File: src/hdl/cbe_pkg.sv
// Constants, encodings and types shared by the branch and transfer core
package cbe_pkg;

  // ----------------------------------------------------------------------
  // Widths and register file shape
  // ----------------------------------------------------------------------
  localparam int DW    = 8;   // Register and data byte width
  localparam int IW    = 16;  // Instruction word width
  localparam int PW    = 16;  // Pointer and data address width
  localparam int NREG  = 32;  // General purpose registers
  localparam int QW    = 6;   // Displacement width, 0 to 63
  localparam int OFF_W = 7;   // Signed branch offset width

  // Program counter steps
  localparam int PC_INC     = 1;  // One-word instruction
  localparam int PC_INC_ABS = 2;  // Instruction with address word

  // Pointer step and reset values
  localparam logic [PW-1:0] PTR_STEP  = 16'h0001;
  localparam logic [DW-1:0] GPR_RST   = 8'h00;
  localparam logic [PW-1:0] ADDR_RST  = 16'h0000;

  // Pointer pair low registers, high byte at the next index, then register 0
  localparam logic [4:0] R_XL = 5'h1A;
  localparam logic [4:0] R_YL = 5'h1C;
  localparam logic [4:0] R_ZL = 5'h1E;
  localparam logic [4:0] R_R0 = 5'h00;

  // Status flag bit positions
  localparam logic [2:0] FLAG_N = 3'h2;
  localparam logic [2:0] FLAG_V = 3'h3;
  localparam logic [2:0] FLAG_S = 3'h4;

  // ----------------------------------------------------------------------
  // Opcode fields
  // ----------------------------------------------------------------------
  localparam logic [5:0]  OP_BR_SET   = 6'h3C;   // Branch if flag set
  localparam logic [5:0]  OP_BR_CLR   = 6'h3D;   // Branch if flag clear
  localparam logic [5:0]  OP_MOV      = 6'h0B;   // reg_copy
  localparam logic [7:0]  OP_REG_PAIR_COPY     = 8'h01;   // reg_pair_copy
  localparam logic [3:0]  OP_LDI      = 4'hE;    // load_constant
  localparam logic [3:0]  OP_LDST     = 4'h9;    // Pointer/absolute group
  localparam logic [1:0]  OP_LDST_SUB = 2'h0;
  localparam logic [1:0]  OP_DISP     = 2'h2;    // Displacement group
  localparam logic [15:0] OP_LPM      = 16'h95C8; // program_memory_read

  // Addressing modes in the low nibble of the pointer group
  localparam logic [3:0] M_ABS  = 4'h0;
  localparam logic [3:0] M_ZINC = 4'h1;
  localparam logic [3:0] M_ZDEC = 4'h2;
  localparam logic [3:0] M_YINC = 4'h9;
  localparam logic [3:0] M_YDEC = 4'hA;
  localparam logic [3:0] M_X    = 4'hC;
  localparam logic [3:0] M_XINC = 4'hD;
  localparam logic [3:0] M_XDEC = 4'hE;

  // ----------------------------------------------------------------------
  // Types
  // ----------------------------------------------------------------------
  typedef enum logic [1:0] {
    PTR_X = 2'b00,
    PTR_Y = 2'b01,
    PTR_Z = 2'b10
  } cbe_ptr_t;

  typedef enum logic [1:0] {
    S_EXEC   = 2'b00,
    S_LOAD   = 2'b01,
    S_BUBBLE = 2'b10,
    S_LPM    = 2'b11
  } cbe_state_t;

endpackage : cbe_pkg

File: src/hdl/cbe_ex_if.sv
// Interface between the core and its branch and address units
`timescale 1ns/1ps
interface cbe_ex_if import cbe_pkg::*; #(parameter int PC_W = 16) ();
  logic [IW-1:0]   instr;
  logic [IW-1:0]   kword;
  logic [DW-1:0]   flags;
  logic [PC_W-1:0] pc;
  logic [PW-1:0]   x;
  logic [PW-1:0]   y;
  logic [PW-1:0]   z;
  logic            br_hit;
  logic            br_taken;
  logic [PC_W-1:0] br_target;
  logic            ag_hit;
  logic            ag_store;
  logic            ag_abs;
  logic            ag_ptr_wr;
  cbe_ptr_t        ag_ptr_sel;
  logic [PW-1:0]   ag_addr;
  logic [PW-1:0]   ag_ptr_new;

  modport core (
    output instr, kword, flags, pc, x, y, z,
    input  br_hit, br_taken, br_target,
    input  ag_hit, ag_store, ag_abs, ag_ptr_wr, ag_ptr_sel, ag_addr,
    input  ag_ptr_new
  );
  modport br (
    input  instr, flags, pc,
    output br_hit, br_taken, br_target
  );
  modport ag (
    input  instr, kword, x, y, z,
    output ag_hit, ag_store, ag_abs, ag_ptr_wr, ag_ptr_sel, ag_addr,
    output ag_ptr_new
  );
endinterface : cbe_ex_if

File: src/hdl/cbe_branch_unit.sv
// Conditional relative branch decode, flag test and target
`timescale 1ns/1ps
module cbe_branch_unit import cbe_pkg::*; #(
  parameter int PC_W = 16
) (
  cbe_ex_if.br ex
);

  // ----------------------------------------------------------------------
  // Decode and flag selection
  // ----------------------------------------------------------------------
  wire             is_set  = (ex.instr[15:10] == OP_BR_SET);
  wire             is_clr  = (ex.instr[15:10] == OP_BR_CLR);
  wire [2:0]       sel     = ex.instr[2:0];
  wire             n_xor_v = ex.flags[FLAG_N] ^ ex.flags[FLAG_V];
  // Signed test looks at N xor V directly
  wire             flag_v  = (sel == FLAG_S) ? n_xor_v : ex.flags[sel];
  wire [OFF_W-1:0] off     = ex.instr[9:3];
  wire [PC_W-1:0]  off_ext = {{(PC_W-OFF_W){off[OFF_W-1]}}, off};

  // ----------------------------------------------------------------------
  // Outcome and target, flags are only read here
  // ----------------------------------------------------------------------
  assign ex.br_hit    = is_set | is_clr;
  assign ex.br_taken  = (is_clr & ~flag_v) | (is_set & flag_v);
  assign ex.br_target = ex.pc + off_ext + PC_W'(PC_INC);

endmodule : cbe_branch_unit

File: src/hdl/cbe_addr_gen.sv
// Data address and pointer update for pointer, offset and absolute access
`timescale 1ns/1ps
module cbe_addr_gen import cbe_pkg::*; (
  cbe_ex_if.ag ex
);

  // ----------------------------------------------------------------------
  // Group and mode decode
  // ----------------------------------------------------------------------
  wire [3:0]    mode   = ex.instr[3:0];
  wire          is_grp = (ex.instr[15:12] == OP_LDST) &&
                         (ex.instr[11:10] == OP_LDST_SUB);
  wire          is_dsp = (ex.instr[15:14] == OP_DISP) && !ex.instr[12];
  wire          m_x    = mode inside {M_X, M_XINC, M_XDEC};
  wire          m_y    = mode inside {M_YINC, M_YDEC};
  wire          m_z    = mode inside {M_ZINC, M_ZDEC};
  wire          m_abs  = (mode == M_ABS);
  wire          m_inc  = mode inside {M_XINC, M_YINC, M_ZINC};
  wire          m_dec  = mode inside {M_XDEC, M_YDEC, M_ZDEC};
  wire          ind    = is_grp & (m_x | m_y | m_z);
  wire [QW-1:0] q      = {ex.instr[13], ex.instr[11:10], ex.instr[2:0]};

  // ----------------------------------------------------------------------
  // Pointer selection, offset form only on the second and third pair
  // ----------------------------------------------------------------------
  wire cbe_ptr_t sel = is_dsp ? (ex.instr[3] ? PTR_Y : PTR_Z) :
                       m_x ? PTR_X : m_y ? PTR_Y : PTR_Z;
  wire [PW-1:0] cur  = (sel == PTR_X) ? ex.x :
                       (sel == PTR_Y) ? ex.y : ex.z;
  wire [PW-1:0] dec_v = cur - PTR_STEP;
  wire [PW-1:0] inc_v = cur + PTR_STEP;

  // ----------------------------------------------------------------------
  // Outputs to the core
  // ----------------------------------------------------------------------
  assign ex.ag_hit     = ind | is_dsp | (is_grp & m_abs);
  assign ex.ag_store   = ex.instr[9];
  assign ex.ag_abs     = is_grp & m_abs;
  assign ex.ag_ptr_sel = sel;
  // Pre-decrement accesses the decremented address
  assign ex.ag_addr    = is_dsp ? cur + PW'(q) :
                         m_abs  ? ex.kword :
                         m_dec  ? dec_v : cur;
  assign ex.ag_ptr_wr  = ind & (m_inc | m_dec);
  assign ex.ag_ptr_new = m_dec ? dec_v : inc_v;

endmodule : cbe_addr_gen

File: src/hdl/cbe_exec_core.sv
// Execution core for conditional branches and data transfer instructions
//
// How it works
// - Flag bit clear branches to PC plus offset plus one
// - Zero set or clear branches, same target
// - Carry set or clear branches, also unsigned compare
// - Negative set or clear branches
// - Signed compare branches on N xor V
// - Half carry set or clear branches
// - User transfer flag set or clear branches
// - Overflow flag set or clear branches
// - Interrupt enable flag branches; branches never touch flags
// - Register copy, pair copy, constant load: one cycle
// - Pointer loads with post-increment or pre-decrement, two cycles
// - Offset loads via second or third pointer, two cycles
// - Absolute load from address word, two cycles
// - Pointer stores with post-increment or pre-decrement, two cycles
// - Offset stores, pointer unchanged, two cycles
// - Absolute store to address word, two cycles
`timescale 1ns/1ps
module cbe_exec_core import cbe_pkg::*; #(
  parameter int PC_W = 16
) (
  input  wire logic            i_clk_sys,
  input  wire logic            i_srst,
  input  wire logic [IW-1:0]   i_pm_word,
  input  wire logic [IW-1:0]   i_pm_next,
  output logic      [PC_W-1:0] o_pm_addr,
  input  wire logic [DW-1:0]   i_status_flags,
  output logic      [PW-1:0]   o_dm_addr,
  output logic      [DW-1:0]   o_dm_wdata,
  output logic                 o_dm_we,
  output logic                 o_dm_re,
  input  wire logic [DW-1:0]   i_dm_rdata
);

  // ----------------------------------------------------------------------
  // State
  // ----------------------------------------------------------------------
  cbe_state_t      state_r;
  cbe_state_t      state_nxt;
  logic [PC_W-1:0] pc_r;
  logic [PC_W-1:0] pc_nxt;
  logic [PC_W-1:0] pm_addr_r;
  logic [PC_W-1:0] pm_addr_nxt;
  logic [PW-1:0]   dm_addr_r;
  logic [PW-1:0]   dm_addr_nxt;
  logic [DW-1:0]   dm_wdata_r;
  logic [DW-1:0]   dm_wdata_nxt;
  logic            dm_we_r;
  logic            dm_we_nxt;
  logic            dm_re_r;
  logic            dm_re_nxt;
  logic [4:0]      ld_dst_r;
  logic [4:0]      ld_dst_nxt;
  logic            lpm_hi_r;
  logic            lpm_hi_nxt;
  logic [DW-1:0]   gpr_r [NREG];

  // Two register write ports
  logic            wa_en;
  logic [4:0]      wa_idx;
  logic [DW-1:0]   wa_dat;
  logic            wb_en;
  logic [4:0]      wb_idx;
  logic [DW-1:0]   wb_dat;

  cbe_ex_if #(.PC_W(PC_W)) ex ();

  // ----------------------------------------------------------------------
  // Operand decode
  // ----------------------------------------------------------------------
  wire [IW-1:0] instr   = i_pm_word;
  wire          is_mov  = (instr[15:10] == OP_MOV);
  wire          is_reg_pair_copy = (instr[15:8] == OP_REG_PAIR_COPY);
  wire          is_ldi  = (instr[15:12] == OP_LDI);
  wire          is_lpm  = (instr == OP_LPM);
  wire [4:0]    rd      = instr[8:4];
  wire [4:0]    rr      = {instr[9], instr[3:0]};
  wire [4:0]    ldi_d   = {1'b1, instr[7:4]};
  wire [DW-1:0] kconst  = {instr[11:8], instr[3:0]};
  wire [4:0]    pw_d    = {instr[7:4], 1'b0};
  wire [4:0]    pw_r    = {instr[3:0], 1'b0};
  wire [4:0]    ptr_lo  = (ex.ag_ptr_sel == PTR_X) ? R_XL :
                          (ex.ag_ptr_sel == PTR_Y) ? R_YL : R_ZL;
  wire [PW-1:0] z_ptr   = {gpr_r[R_ZL + 5'h01], gpr_r[R_ZL]};
  wire [DW-1:0] lpm_b   = lpm_hi_r ? i_pm_word[15:8] : i_pm_word[7:0];
  wire          lpm_go  = (state_r == S_EXEC) && is_lpm;

  // ----------------------------------------------------------------------
  // Unit connections
  // ----------------------------------------------------------------------
  assign ex.instr = instr;
  assign ex.kword = i_pm_next;
  assign ex.flags = i_status_flags;
  assign ex.pc    = pc_r;
  assign ex.x     = {gpr_r[R_XL + 5'h01], gpr_r[R_XL]};
  assign ex.y     = {gpr_r[R_YL + 5'h01], gpr_r[R_YL]};
  assign ex.z     = z_ptr;

  cbe_branch_unit #(.PC_W(PC_W)) u_branch (
    .ex (ex.br)
  );

  cbe_addr_gen u_addr (
    .ex (ex.ag)
  );

  // Program memory address follows the PC except during a byte read
  assign pm_addr_nxt = lpm_go ? PC_W'(z_ptr[PW-1:1]) : pc_nxt;

  // ----------------------------------------------------------------------
  // Sequencer
  // ----------------------------------------------------------------------
  always_comb begin
    state_nxt    = S_EXEC;
    pc_nxt       = pc_r;
    dm_addr_nxt  = dm_addr_r;
    dm_wdata_nxt = dm_wdata_r;
    dm_we_nxt    = 1'b0;
    dm_re_nxt    = 1'b0;
    ld_dst_nxt   = ld_dst_r;
    lpm_hi_nxt   = lpm_hi_r;
    wa_en        = 1'b0;
    wa_idx       = rd;
    wa_dat       = GPR_RST;
    wb_en        = 1'b0;
    wb_idx       = rd;
    wb_dat       = GPR_RST;
    case (state_r)
      S_EXEC: begin
        pc_nxt = pc_r + PC_W'(PC_INC);
        if (ex.br_hit && ex.br_taken) begin
          pc_nxt    = ex.br_target;
          state_nxt = S_BUBBLE;
        end else if (ex.ag_hit) begin
          if (ex.ag_abs) begin
            pc_nxt = pc_r + PC_W'(PC_INC_ABS);
          end
          dm_addr_nxt = ex.ag_addr;
          // Pointer write-back happens in the first cycle
          wa_en  = ex.ag_ptr_wr;
          wa_idx = ptr_lo;
          wa_dat = ex.ag_ptr_new[DW-1:0];
          wb_en  = ex.ag_ptr_wr;
          wb_idx = ptr_lo + 5'h01;
          wb_dat = ex.ag_ptr_new[PW-1:DW];
          if (ex.ag_store) begin
            dm_we_nxt    = 1'b1;
            dm_wdata_nxt = gpr_r[rd];
            state_nxt    = S_BUBBLE;
          end else begin
            dm_re_nxt  = 1'b1;
            ld_dst_nxt = rd;
            state_nxt  = S_LOAD;
          end
        end else if (is_mov) begin
          wa_en  = 1'b1;
          wa_dat = gpr_r[rr];
        end else if (is_reg_pair_copy) begin
          wa_en  = 1'b1;
          wa_idx = pw_d;
          wa_dat = gpr_r[pw_r];
          wb_en  = 1'b1;
          wb_idx = pw_d + 5'h01;
          wb_dat = gpr_r[pw_r + 5'h01];
        end else if (is_ldi) begin
          wa_en  = 1'b1;
          wa_idx = ldi_d;
          wa_dat = kconst;
        end else if (is_lpm) begin
          lpm_hi_nxt = z_ptr[0];
          state_nxt  = S_LPM;
        end
      end
      S_LOAD: begin
        wa_en  = 1'b1;
        wa_idx = ld_dst_r;
        wa_dat = i_dm_rdata;
      end
      S_LPM: begin
        wa_en     = 1'b1;
        wa_idx    = R_R0;
        wa_dat    = lpm_b;
        state_nxt = S_BUBBLE;
      end
      S_BUBBLE: begin
        state_nxt = S_EXEC;
      end
      default: begin
        state_nxt = S_EXEC;
      end
    endcase
  end

  // ----------------------------------------------------------------------
  // Control and memory port registers
  // ----------------------------------------------------------------------
  always_ff @(posedge i_clk_sys) begin
    if (i_srst) begin
      state_r    <= S_EXEC;
      pc_r       <= '0;
      pm_addr_r  <= '0;
      dm_addr_r  <= ADDR_RST;
      dm_wdata_r <= GPR_RST;
      dm_we_r    <= 1'b0;
      dm_re_r    <= 1'b0;
      ld_dst_r   <= R_R0;
      lpm_hi_r   <= 1'b0;
    end else begin
      state_r    <= state_nxt;
      pc_r       <= pc_nxt;
      pm_addr_r  <= pm_addr_nxt;
      dm_addr_r  <= dm_addr_nxt;
      dm_wdata_r <= dm_wdata_nxt;
      dm_we_r    <= dm_we_nxt;
      dm_re_r    <= dm_re_nxt;
      ld_dst_r   <= ld_dst_nxt;
      lpm_hi_r   <= lpm_hi_nxt;
    end
  end

  // ----------------------------------------------------------------------
  // Register file, port A wins if both ports hit one register
  // ----------------------------------------------------------------------
  for (genvar g = 0; g < NREG; g++) begin : g_gpr
    always_ff @(posedge i_clk_sys) begin
      if (i_srst) begin
        gpr_r[g] <= GPR_RST;
      end else if (wa_en && (wa_idx == 5'(g))) begin
        gpr_r[g] <= wa_dat;
      end else if (wb_en && (wb_idx == 5'(g))) begin
        gpr_r[g] <= wb_dat;
      end
    end
  end

  // ----------------------------------------------------------------------
  // Outputs
  // ----------------------------------------------------------------------
  assign o_pm_addr  = pm_addr_r;
  assign o_dm_addr  = dm_addr_r;
  assign o_dm_wdata = dm_wdata_r;
  assign o_dm_we    = dm_we_r;    // Write strobe, second store cycle
  assign o_dm_re    = dm_re_r;    // Read strobe, second load cycle

endmodule : cbe_exec_core

File: config.mk
export PLATFORM = sky130hd
export DESIGN_NAME = cbe_exec_core
export DESIGN_NICKNAME = d
export VERILOG_FILES = /design/src/hdl/cbe_pkg.sv /design/src/hdl/cbe_ex_if.sv /design/src/hdl/cbe_branch_unit.sv /design/src/hdl/cbe_addr_gen.sv /design/src/hdl/cbe_exec_core.sv
export SDC_FILE = /design/constraint.sdc
export NUM_CORES = 1
export LEC_CHECK = 0
export BUFFER_PORTS_ARGS = -buffer_cell sky130_fd_sc_hd__buf_2
export CAP_MARGIN = 5
export CORE_MARGIN = 2
export CORE_UTILIZATION = 25
export CTS_BUF_LIST = sky130_fd_sc_hd__clkbuf_8
export DETAILED_ROUTE_END_ITERATION = 10
export PLACE_DENSITY_LB_ADDON = 0.2
export SYNTH_ARGS = -nofsm -noshare
export SYNTH_HDL_FRONTEND = slang
export SYNTH_SLANG_ARGS = --single-unit
File: constraint.sdc
create_clock -name i_clk_sys -period 10.3 [get_ports i_clk_sys]
set_input_delay 0.515 -clock i_clk_sys [delete_from_list [all_inputs] [get_ports i_clk_sys]]
set_output_delay 0.515 -clock i_clk_sys [all_outputs]
set_load 0.01 [all_outputs]
* Word-level counts from Yosys, hierarchy flattened
Memory sizes are Yosys's and may differ from the RTL's. A register that Yosys moved wholly into a read port is not among the register bits.
Index checks and enable logic that the tools add are counted.
** Storage, ports and cells
- Bits in registers :: 58
- Bits in writable memories :: 256
- Input port bits :: 50
- Output and inout port bits :: 42
- Logic and storage cells :: 628
- Memories :: 1
** Memories
- gpr_r :: words 32, bits a word 8, rd ports 10, clocked after memory_dff 1, wr ports 32, line cbe_exec_core.sv:58 : logic [DW-1:0] gpr_r [NREG];
** Operators by class
- $add $sub $neg :: 10
- Magnitude comparators :: 1
- Eq/ne operators :: 81
- Muxes and demuxes :: 354
- Bitwise logic cells :: 85
- Reduce and logical (&&, ||, !) cells :: 87
** Operators with widths (number)
- two-way mux 8 bit :: 75
- two-way mux 1 bit :: 240
- == test 5 bit (second input constant) :: 32
- two-way mux 16 bit :: 10
- == test 5 x 4 -> 1 bit (second input constant) :: 16
- bitwise OR 1 bit :: 71
- logical AND 1 bit :: 68
- two-way mux 5 bit :: 10
- adder 16 x 1 -> 16 bit (second input constant) :: 3
- == test 5 x 3 -> 1 bit (second input constant) :: 8
- == test 4 bit (second input constant) :: 7
- two-way mux 2 bit :: 12
- case mux 8 bit (3 select lines) :: 1
- == test 5 x 2 -> 1 bit (second input constant) :: 4
- adder 16 bit :: 1
- adder 16 x 2 -> 16 bit (second input constant) :: 1
- adder 16 x 6 -> 16 bit :: 1
- == test 16 bit (second input constant) :: 1
- subtractor 16 x 1 -> 16 bit (second input constant) :: 1
- two-way mux 15 bit :: 1
- case mux 5 bit (3 select lines) :: 1
- == test 6 bit (second input constant) :: 2
- adder 5 x 1 -> 5 bit (second input constant) :: 2
- == test 5 x 1 -> 1 bit (second input constant) :: 2
- other kinds (27) :: 48

* Depth between registers and ports, before layout
Gate-level depths: netlist (run 1).
- Word-level depth :: 19
- Depth in mapped cells :: 19
- Gate-level depth less buffers :: 15

* By module
A second synthesis (run 1) with hierarchy kept.
** Second synthesis, totals
- Cells, all modules :: 2177
- Area, all modules :: 23821.6 µm²
** Modules (own cells, without submodules)
- cbe_exec_core :: instances 1, cells an instance 1713, area an instance 20582.2 µm², sequential area each 9008.6 µm²
- cbe_addr_gen :: instances 1, cells an instance 338, area an instance 2357.3 µm², sequential area each 0.0 µm²
- cbe_branch_unit :: instances 1, cells an instance 126, area an instance 882.1 µm², sequential area each 0.0 µm²

* Least setup slack after synthesis (run 1)
OpenSTA, ideal clock, no wires.
- Kind :: input -> register
- Start :: in i_pm_word[3]
- End :: reg dm_addr_r[11], in the netlist o_dm_addr[11]
- Setup time :: 120 ps
- Arrival time :: 4240 ps
- Data required time :: 10180 ps
- Path slack :: 5940 ps
- Stages on the path :: 17
- Path buffers :: 2
- Path through :: buf_2 nand2_1 or3_1 buf_2 and3_1 a211oi_1 inv_1 ha_1 a21o_1 a21oi_1 inv_1 maj3_1 maj3_1 maj3_1 a21oi_1 nor3_1 o31a_1
** On the way
- Cells in the longest elaborated chain, start to end :: 12
- Elaborated cells on any way between the ends :: 32
- Classes of those cells :: add/sub (2); eq/ne (8); mux (9); bitwise (6); reduce/logical (7)
** Ends and longest elaborated chain
- start: declaration :: line cbe_exec_core.sv:26 : input wire logic [IW-1:0] i_pm_word,
- == test 4 bit, on equally long branches :: line cbe_addr_gen.sv:15, cbe_addr_gen.sv:19
- nonzero test 2 bit :: line cbe_addr_gen.sv:15 : wire m_y = mode inside {M_YINC, M_YDEC};
- two-way mux 2 bit (2 in a row) :: line cbe_addr_gen.sv:27 : m_x ? PTR_X : m_y ? PTR_Y : PTR_Z;
- two-way mux 2 bit :: line cbe_addr_gen.sv:26 : wire cbe_ptr_t sel = is_dsp ? (ex.instr[3] ? PTR_Y : PTR_Z) :
- == test 2 x 1 -> 1 bit :: line cbe_addr_gen.sv:29 : (sel == PTR_Y) ? ex.y : ex.z;
- two-way mux 16 bit :: line cbe_addr_gen.sv:29
- two-way mux 16 bit :: line cbe_addr_gen.sv:28 : wire [PW-1:0] cur = (sel == PTR_X) ? ex.x :
- subtractor 16 x 1 -> 16 bit :: line cbe_addr_gen.sv:30 : wire [PW-1:0] dec_v = cur - PTR_STEP;
- two-way mux 16 bit :: line cbe_addr_gen.sv:43 : m_dec ? dec_v : cur;
- two-way mux 16 bit :: line cbe_addr_gen.sv:42 : m_abs ? ex.kword :
- two-way mux 16 bit :: line cbe_addr_gen.sv:41 : assign ex.ag_addr = is_dsp ? cur + PW'(q) :
- end signal: assignment :: line cbe_exec_core.sv:214 : dm_addr_r <= dm_addr_nxt;
- end: declaration :: line cbe_exec_core.sv:46 : logic [PW-1:0] dm_addr_r;
Several ways; a longest one is shown, not always the timed one.
A chain may end at the register's enable or synchronous reset.

==> results.md, run 1 <==
- Status: completed
- I/O Buffers: 90
- Number of synthesized flops with an enable pin: 256
- DRT Wirelength: 95100 um
- Row count: 110
- Reg2reg start: gpr_r[30][0]$_DFFE_PP_
- Setup Skew: 56.0 ps
- Fraction of registers with async set/reset: 0%
- Clock tree buffer depth: 3
- Crit path max fanout: 51
- Detailed-route via count: 18.5k
- Synth Area in Simple Gates: 12.2%
- Synth Area in Compound Gates: 13.6%
- DR DRC count: 0
- Reg-to-reg slack, setup: 5580 ps
- Pins Over Slew Limit: 0
- Max_cap viols: 0
- Power share of the sequential group: 44.2%
- Crit Path Class: in -> reg
- Hold Buf Count CTS: 0
- Worst Max-Slew Pin Slew: 1290 ps
- Distinct cells, synth: 93
- Largest net degree at the start of global routing: 92
- CP Capture Type: flop
- Hold Violations, Final: 0
- Peak VDD IR: 0.0000851 V
- Min-Delay Path Class: in -> reg
- CTS tree: done
- WHS Endpoint: o_dm_addr[15]$_SDFFE_PP0P_
- Clk pin slew, worst setup/hold paths: 60 ps
- Starting Density: 25.1%
- Die Y: 304 um
- Post-DP HPWL: 68100 um
- Hold_sp: i_pm_next[15]
- DRT iter0 DRCs: 2569
- Power Density: 135 mW/mm^2
- Mux contribution to synthesized area: 26.2%
- Internal cell power: 2.33 mW
- WHS: 141 ps
- Routed len/inst: 30.0 um
- Die X-Extent: 304 um
- Area growth, synth to finish: 11.9%
- Reg2reg end: gpr_r[23][6]$_DFFE_PP_
- Post_cts resized: 0
- Fmax: 170 MHz
- Startpoint types: primary input
- Root buffer cell: clkbuf_8
- First-pass GRT wire length: 135000 um
- IO Count: 92
- Setup violators final: 0
- Mapped cell area: 0.0225 mm^2
- CTS H-tree depth: 2
- Nets: 2021
- Die area: 0.0924 mm^2
- Clk sinks: 322
- Syn_nets: 2018
- Final setup TNS: 0 ps
- DR vias/cell: 5.83
- Final GP Congestion: 0.944
- YS warnings: 0
- All-Layer GR Usage: 20.1%
- Worst EP arrival: 6250 ps
- Hold depth: 3
- Sequential cell area fraction in the yosys report: 40.1%
- Post-synthesis xor/xnor area fraction: 1.95%
- Post CTS Setup Buffer Count: 0
- Post-Synth Adder-Cell Area: 1.96%
- Mapped Avg Cell Area: 11.6 um^2
- Antenna violations before repair: 7
- Switching Fraction: 31.4%
- P_leak: 8.44 nW
- Rel. slew slack: 14.0%
- Seq cells post-synth: 322
- Min cycle time layout: 5890 ps
- Core area: 0.0896 mm^2
- Sw Pwr: 1.07 mW
- Share of cells above drive strength 1: 25.2%
- Post-route ant nets: 0
- Comb pwr share: 19.0%
- Largest family of logic cells by synthesized area: multiplexers
- R2R depth: 10
- Ys flop type: edfxtp_1
- Total CTS buffers: 59
- Cells after Synth: 1938
- Period utilisation layout: 57.1%
- RSZ-0062 raised after global routing: no
- Detailed Routing Iterations Pass 1: 8
- WP data required: 10660 ps
- Worst skew pair latency: 720 ps
- GRT overflow: 0
- Clock power share: 36.9%
- Vias in the first global route: 17.7k
==> cell usage after synthesis (4+ instances only) <==
cell	instances	area, um^2
mux2i_1	34	340
o21ai_0	50	250
nor2_1	238	893
or2_2	5	31.3
buf_1	24	90.1
buf_6	4	45.0
maj3_1	5	50.1
clkbuf_1	115	432
xor2_1	11	96.3
a21o_1	19	143
a221oi_1	7	61.3
inv_1	20	75.1
nor3_1	28	140
dfxtp_1	66	1320
nand3_1	33	165
nand2_1	114	428
and3_1	15	93.8
nor2b_1	22	138
mux4_2	242	5450
o21a_1	11	82.6
a22oi_1	13	97.6
o211ai_1	21	158
ha_1	28	350
a32oi_1	4	35.0
a211oi_1	21	158
o21bai_1	16	120
buf_2	49	245
nand4_1	10	62.6
o21ai_1	4	20.0
a311oi_1	15	131
o22ai_1	141	882
and2_1	9	56.3
a21oi_1	70	350
mux2_2	10	113
o31ai_1	4	30.0
nand3b_1	9	67.6
edfxtp_1	256	7690
nand2b_1	13	81.3
or4_1	7	52.6
xnor2_1	39	342
or3_1	39	244
nor4_1	15	93.8
a31oi_1	11	68.8
==> stage by stage <==
| step | std cells | setup slack (ps) | util, % | area (um^2) | power (mW) |
|---|---|---|---|---|---|
| 2_1_floorplan | 1938 | 5940 | - | 22500 | 1.92 |
| 3_3_place_gp | 3056 | 4010 | 26.8 | 24000 | 2.16 |
| 3_5_place_dp | 3056 | 3890 | 26.8 | 24000 | 2.16 |
| 4_1_cts | 3167 | 4650 | 28.1 | 25200 | 3.42 |
| 5_1_grt | 3168 | 4150 | 28.1 | 25200 | 3.52 |
| 6_report | 3168 | 4410 | 28.1 | 25200 | 3.40 |
==> state kept, by name, indices dropped and copies added, names as in the netlist <==
register,count
gpr_r,256
ld_dst_r,5
ex.pc,16
o_pm_addr,16
o_dm_wdata,8
lpm_hi_r,1
o_dm_addr,16
o_dm_re,1
state_r,2
o_dm_we,1
==> final cells by class <==
cell class	count	area (um^2)
sequential	322	9010
fill	9223	64400
multi-input combinational	1401	12600
antenna	1	2.50
inverter	22	82.6
tap	1176	1470
timing repair buffer	135	811
clock buffer	59	812
clock inverter	52	334
==> layer usage <==
metal	global-route usage, %	vias up	part of all wire [%]
met5	0	-	0.055
met4	8.08	8	4.3
met3	4.65	168	9.6
met2	30.6	1051	45
met1	27.6	9487	42
li1	-	7759	-
==> critical path, stage by stage <==
cell and delay (ps):
buf_6 440, buf_4 730, xnor2_1 260, o21ai_1 280, and2_1 280, a211oi_1 680, ha_1 290, nand2_1 110
o32a_1 390, or4_1 600, nor4_2 330, o21a_1 160, o31a_1 880, o22ai_1 160
==> cell families after synthesis <==
group,after synthesis
muxes,286
DFF,322
adders and majority gates,35
AOI/OAI and AO/OA,452
and+or+nand+nor,578
xor gates and xnor gates,50
buffers and inverters,215
==> how the worst max path moves through the flow <==
stage,from,endpoint,slack [ps],depth (start not counted)
2_1_floorplan,i_pm_word[3],o_dm_addr[11]$_SDFFE_PP0P_,5940,17
3_3_place_gp,i_pm_word[1],gpr_r[1][6]$_DFFE_PP_,4010,14
3_5_place_dp,i_pm_word[1],gpr_r[1][6]$_DFFE_PP_,3890,14
4_1_cts,i_pm_word[1],gpr_r[23][6]$_DFFE_PP_,4650,14
5_1_grt,i_pm_word[1],gpr_r[17][6]$_DFFE_PP_,4150,14
6_report,i_pm_word[1],gpr_r[23][6]$_DFFE_PP_,4410,14
==> placed cells by master, fill, tap and decap left out, types with 16 or more instances in the layout <==
cell type  count
a211oi_1      21
a21o_1        19
a21oi_1       69
buf_2         85
buf_4         48
clkbuf_8      60
clkinv_1      16
dfxtp_1       66
edfxtp_1     256
ha_1          28
inv_1         34
mux2i_1       33
mux4_2       242
nand2_1      114
nand3_1       33
nor2_1       237
nor2b_1       22
nor3_1        28
o211ai_1      21
o21ai_0       42
o21bai_1      16
o22ai_1      141
or3_1         39
xnor2_1       39
==> power by group through the flow <==
stage | Clock, mW | Combinational [mW] | Sequential (mW)
after floorplan | 0 | 0.412 | 1.50
after global placement | 0 | 0.632 | 1.53
after detailed placement | 0 | 0.636 | 1.53
after CTS | 1.28 | 0.638 | 1.50
after global routing | 1.34 | 0.675 | 1.51
final | 1.26 | 0.646 | 1.50
(Power assumes the default switching activity.)
==> inputs of run 2 (changes only) <==
Clock period 10.3 ns to 5.33 ns, I/O delays scaled along.
==> run 2 against run 1 <==
- clock power rose by 99%
- design area is 2.3% higher
- largest power group unchanged
- critical path depth down 5
- non-clock buffer count is 59 higher
- sequential share of layout area is 0.79 points lower
- sequential power up 93%
- first-iteration DRC count did not move
- flip-flop and latch count stayed put
- largest cell class unchanged
- via count is 1.6% higher
- wire length up 3.0%
- setup slack got worse by 3200 ps
- clock skew is 12 ps higher
==> results.md, run 2 (synthesized netlist as in run 1, its figures left out) <==
- CTS tree: done
- Crit path max fanout: 14 (-73%)
- Die Y: 304 um (unchanged)
- Peak VDD IR: 0.000166 V (+94%)
- Setup violators final: 0 (unchanged)
- Max_cap viols: 0 (unchanged)
- DR DRC count: 0 (unchanged)
- Row count: 110 (unchanged)
- Root buffer cell: clkbuf_8
- I/O Buffers: 90 (unchanged)
- Worst EP arrival: 4560 ps (-1690 ps)
- Antenna violations before repair: 8 (+1)
- Core area: 0.0896 mm^2 (unchanged)
- Max reg flops: 256 (unchanged)
- Commonest non-fill, non-tap cell in the layout: edfxtp_1
- RSZ-0062 raised after global routing: no
- Power Density: 260 mW/mm^2 (+93%)
- Detailed Routing Iterations Pass 1: 5 (-3)
- Hold depth: 5 (+2)
- Hold_sp: i_pm_next[4]
- IO Count: 92 (unchanged)
- Post-route ant nets: 0 (unchanged)
- Clk pin slew, worst setup/hold paths: 60 ps (about the same)
- Min-Delay Path Class: in -> reg
- Rel. slew slack: 21.8% (+7.8 points)
- Biggest register: gpr_r
- WHS: 77.2 ps (-64.1 ps)
- Post CTS Setup Buffer Count: 0 (unchanged)
- Worst Max-Slew Pin Slew: 1170 ps (-114 ps)
- R2R depth: 9 (-1)
- GRT overflow: 0 (unchanged)
- All-Layer GR Usage: 20.8% (+0.66 points)
- Post-Place Worst Slack: 768 ps (-3130 ps)
- Clk sinks: 322 (unchanged)
- Area growth, synth to finish: 14.5%
- Hold Buf Count CTS: 10 (+10)
- First-pass GRT wire length: 139000 um (+2.7%)
- Most common cell on crit path: inv_1
- Crit path buf inv count: 3 (+1)
- Reg-to-reg slack, setup: 1220 ps (-4360 ps)
- Min cycle time layout: 4110 ps
- Nets: 2080 (+2.9%)
- Crit Path Class: reg -> reg
- Clock tree buffer depth: 3 (unchanged)
- Total CTS buffers: 59 (unchanged)
- Critical path, cell by cell: inv_1 > ha_1 > inv_1 > buf_4 > nor2_2 > or4_1 > or3_1 > o211ai_1 > o22ai_1
- Slack of the critical path: 1220 ps (-3200 ps)
- P_leak: 8.77 nW (+3.9%)
- Setup Skew: 68.1 ps (+12.1 ps)
- Post_cts resized: 0 (unchanged)
- Status: completed
- Post-DP HPWL: 70000 um (+2.9%)
- Routed len/inst: 30.3 um (+1.1%)
- Startpoint types: flop
- Fill count: 9187 (-0.39%)
- DR vias/cell: 5.82 (-0.27%)
- Pwr Total: 6.70 mW (+97%)
- DRT Wirelength: 97900 um (+3.0%)
- Share of cells above drive strength 1: 26.8% (+1.6 points)
- Die X-Extent: 304 um (unchanged)
- Largest net degree at the start of global routing: 132 (+43%)
- Util after Layout: 28.7% (+0.64 points)
- Fmax: 243 MHz
- Detailed-route via count: 18.8k (+1.6%)
- Die area: 0.0924 mm^2 (unchanged)
- WHS Endpoint: o_dm_addr[4]$_SDFFE_PP0P_
- Period utilisation layout: 77.2%
- Vias in the first global route: 18.3k (+3.6%)
- Pins Over Slew Limit: 0 (unchanged)
- Final setup TNS: 0 ps (unchanged)
- Most frequent cells in the layout: edfxtp_1 (256), mux4_2 (242), nor2_1 (237), o22ai_1 (141), nand2_1 (114)
- WP data required: 5780 ps (-4880 ps)
- Reg2reg start: state_r[0]$_SDFF_PP0_
- CP max stage delay: 850 ps (-30 ps)
- CP top delay family: simple AND/OR/NAND/NOR gates
- CP Capture Type: flop
- Final GP Congestion: 0.917 (-2.9%)
- DRT iter0 DRCs: 2569 (unchanged)
- CTS H-tree depth: 2 (unchanged)
- Starting Density: 25.1% (unchanged)
- Hold Violations, Final: 0 (unchanged)
- Slowest-stage cell, CP: o211ai_1
- Worst skew pair latency: 760 ps (+40 ps)
- Reg2reg end: gpr_r[11][0]$_DFFE_PP_
[run 2: cell types whose count changed in the layout (fill, tap and decap cells not counted), moves of 3 or more]
cell,before,now
dlygate4sd3_1,0,10
buf_4,48,93
inv_1,34,38
clkbuf_8,60,63
clkinv_1,16,12
o21ai_1,11,3
o21ai_0,42,50
buf_12,0,4
clkinv_2,15,10
[run 2: area by class of cell]
| cell class | count | area [um^2] | share of cell area, % |
|---|---|---|---|
| Multi-Input combinational cell | 1401 | 12600 | 49.1 |
| Sequential cell | 322 | 9010 | 35.0 |
| Tap cell | 1176 | 1470 | 5.72 |
| Timing Repair Buffer | 194 | 1330 | 5.16 |
| Clock buffer | 62 | 853 | 3.32 |
| Clock inverter | 48 | 343 | 1.33 |
| Inverter | 22 | 82.6 | 0.321 |
| Antenna cell | 2 | 5.00 | 0.0194 |
[run 2: how the worst max path moves through the flow]
stage                                from                         end  slack, ps  cells past startpoint
floorplan                    i_pm_word[3]  o_dm_addr[11]$_SDFFE_PP0P_       1220                     17
global placement            i_pm_word[15]   o_dm_addr[9]$_SDFFE_PP0P_        750                     17
detailed placement          i_pm_word[15]   o_dm_addr[7]$_SDFFE_PP0P_        770                     17
CTS                 state_r[0]$_SDFF_PP0_      gpr_r[11][0]$_DFFE_PP_       1220                      9
global route        state_r[0]$_SDFF_PP0_      gpr_r[17][5]$_DFFE_PP_       1030                      8
finish              state_r[0]$_SDFF_PP0_      gpr_r[11][0]$_DFFE_PP_       1220                      9
[run 2: metrics by stage]
stage,cell area (um^2),cells
2_1_floorplan,22500,1938
3_3_place_gp,24400,3105
3_5_place_dp,24400,3105
4_1_cts,25700,3225
5_1_grt,25700,3226
6_report,25700,3227
[run 2: worst reg2reg max path, stage by stage (launching register included)]
cell and delay (ps):
dfxtp_1 360, inv_1 70, ha_1 250, inv_1 320, buf_4 330, nor2_2 80, or4_1 740, or3_1 620
o211ai_1 850, o22ai_1 230
[run 2: report_power, final]
group | total (mW) | switching (mW) | internal (mW)
Combinational | 1.30 | 0.787 | 0.508
Sequential | 2.90 | 0.101 | 2.80
Clock | 2.51 | 1.22 | 1.29
Total | 6.70 | 2.11 | 4.60
[run 2: metal layers]
metal | up-vias | global-route usage, % | part of all wire [%]
met5 | - | 0 | 0.048
met4 | 6 | 9.04 | 4.9
met3 | 195 | 4.40 | 9.3
met2 | 1112 | 32.0 | 44
met1 | 9570 | 28.2 | 41
li1 | 7883 | - | -
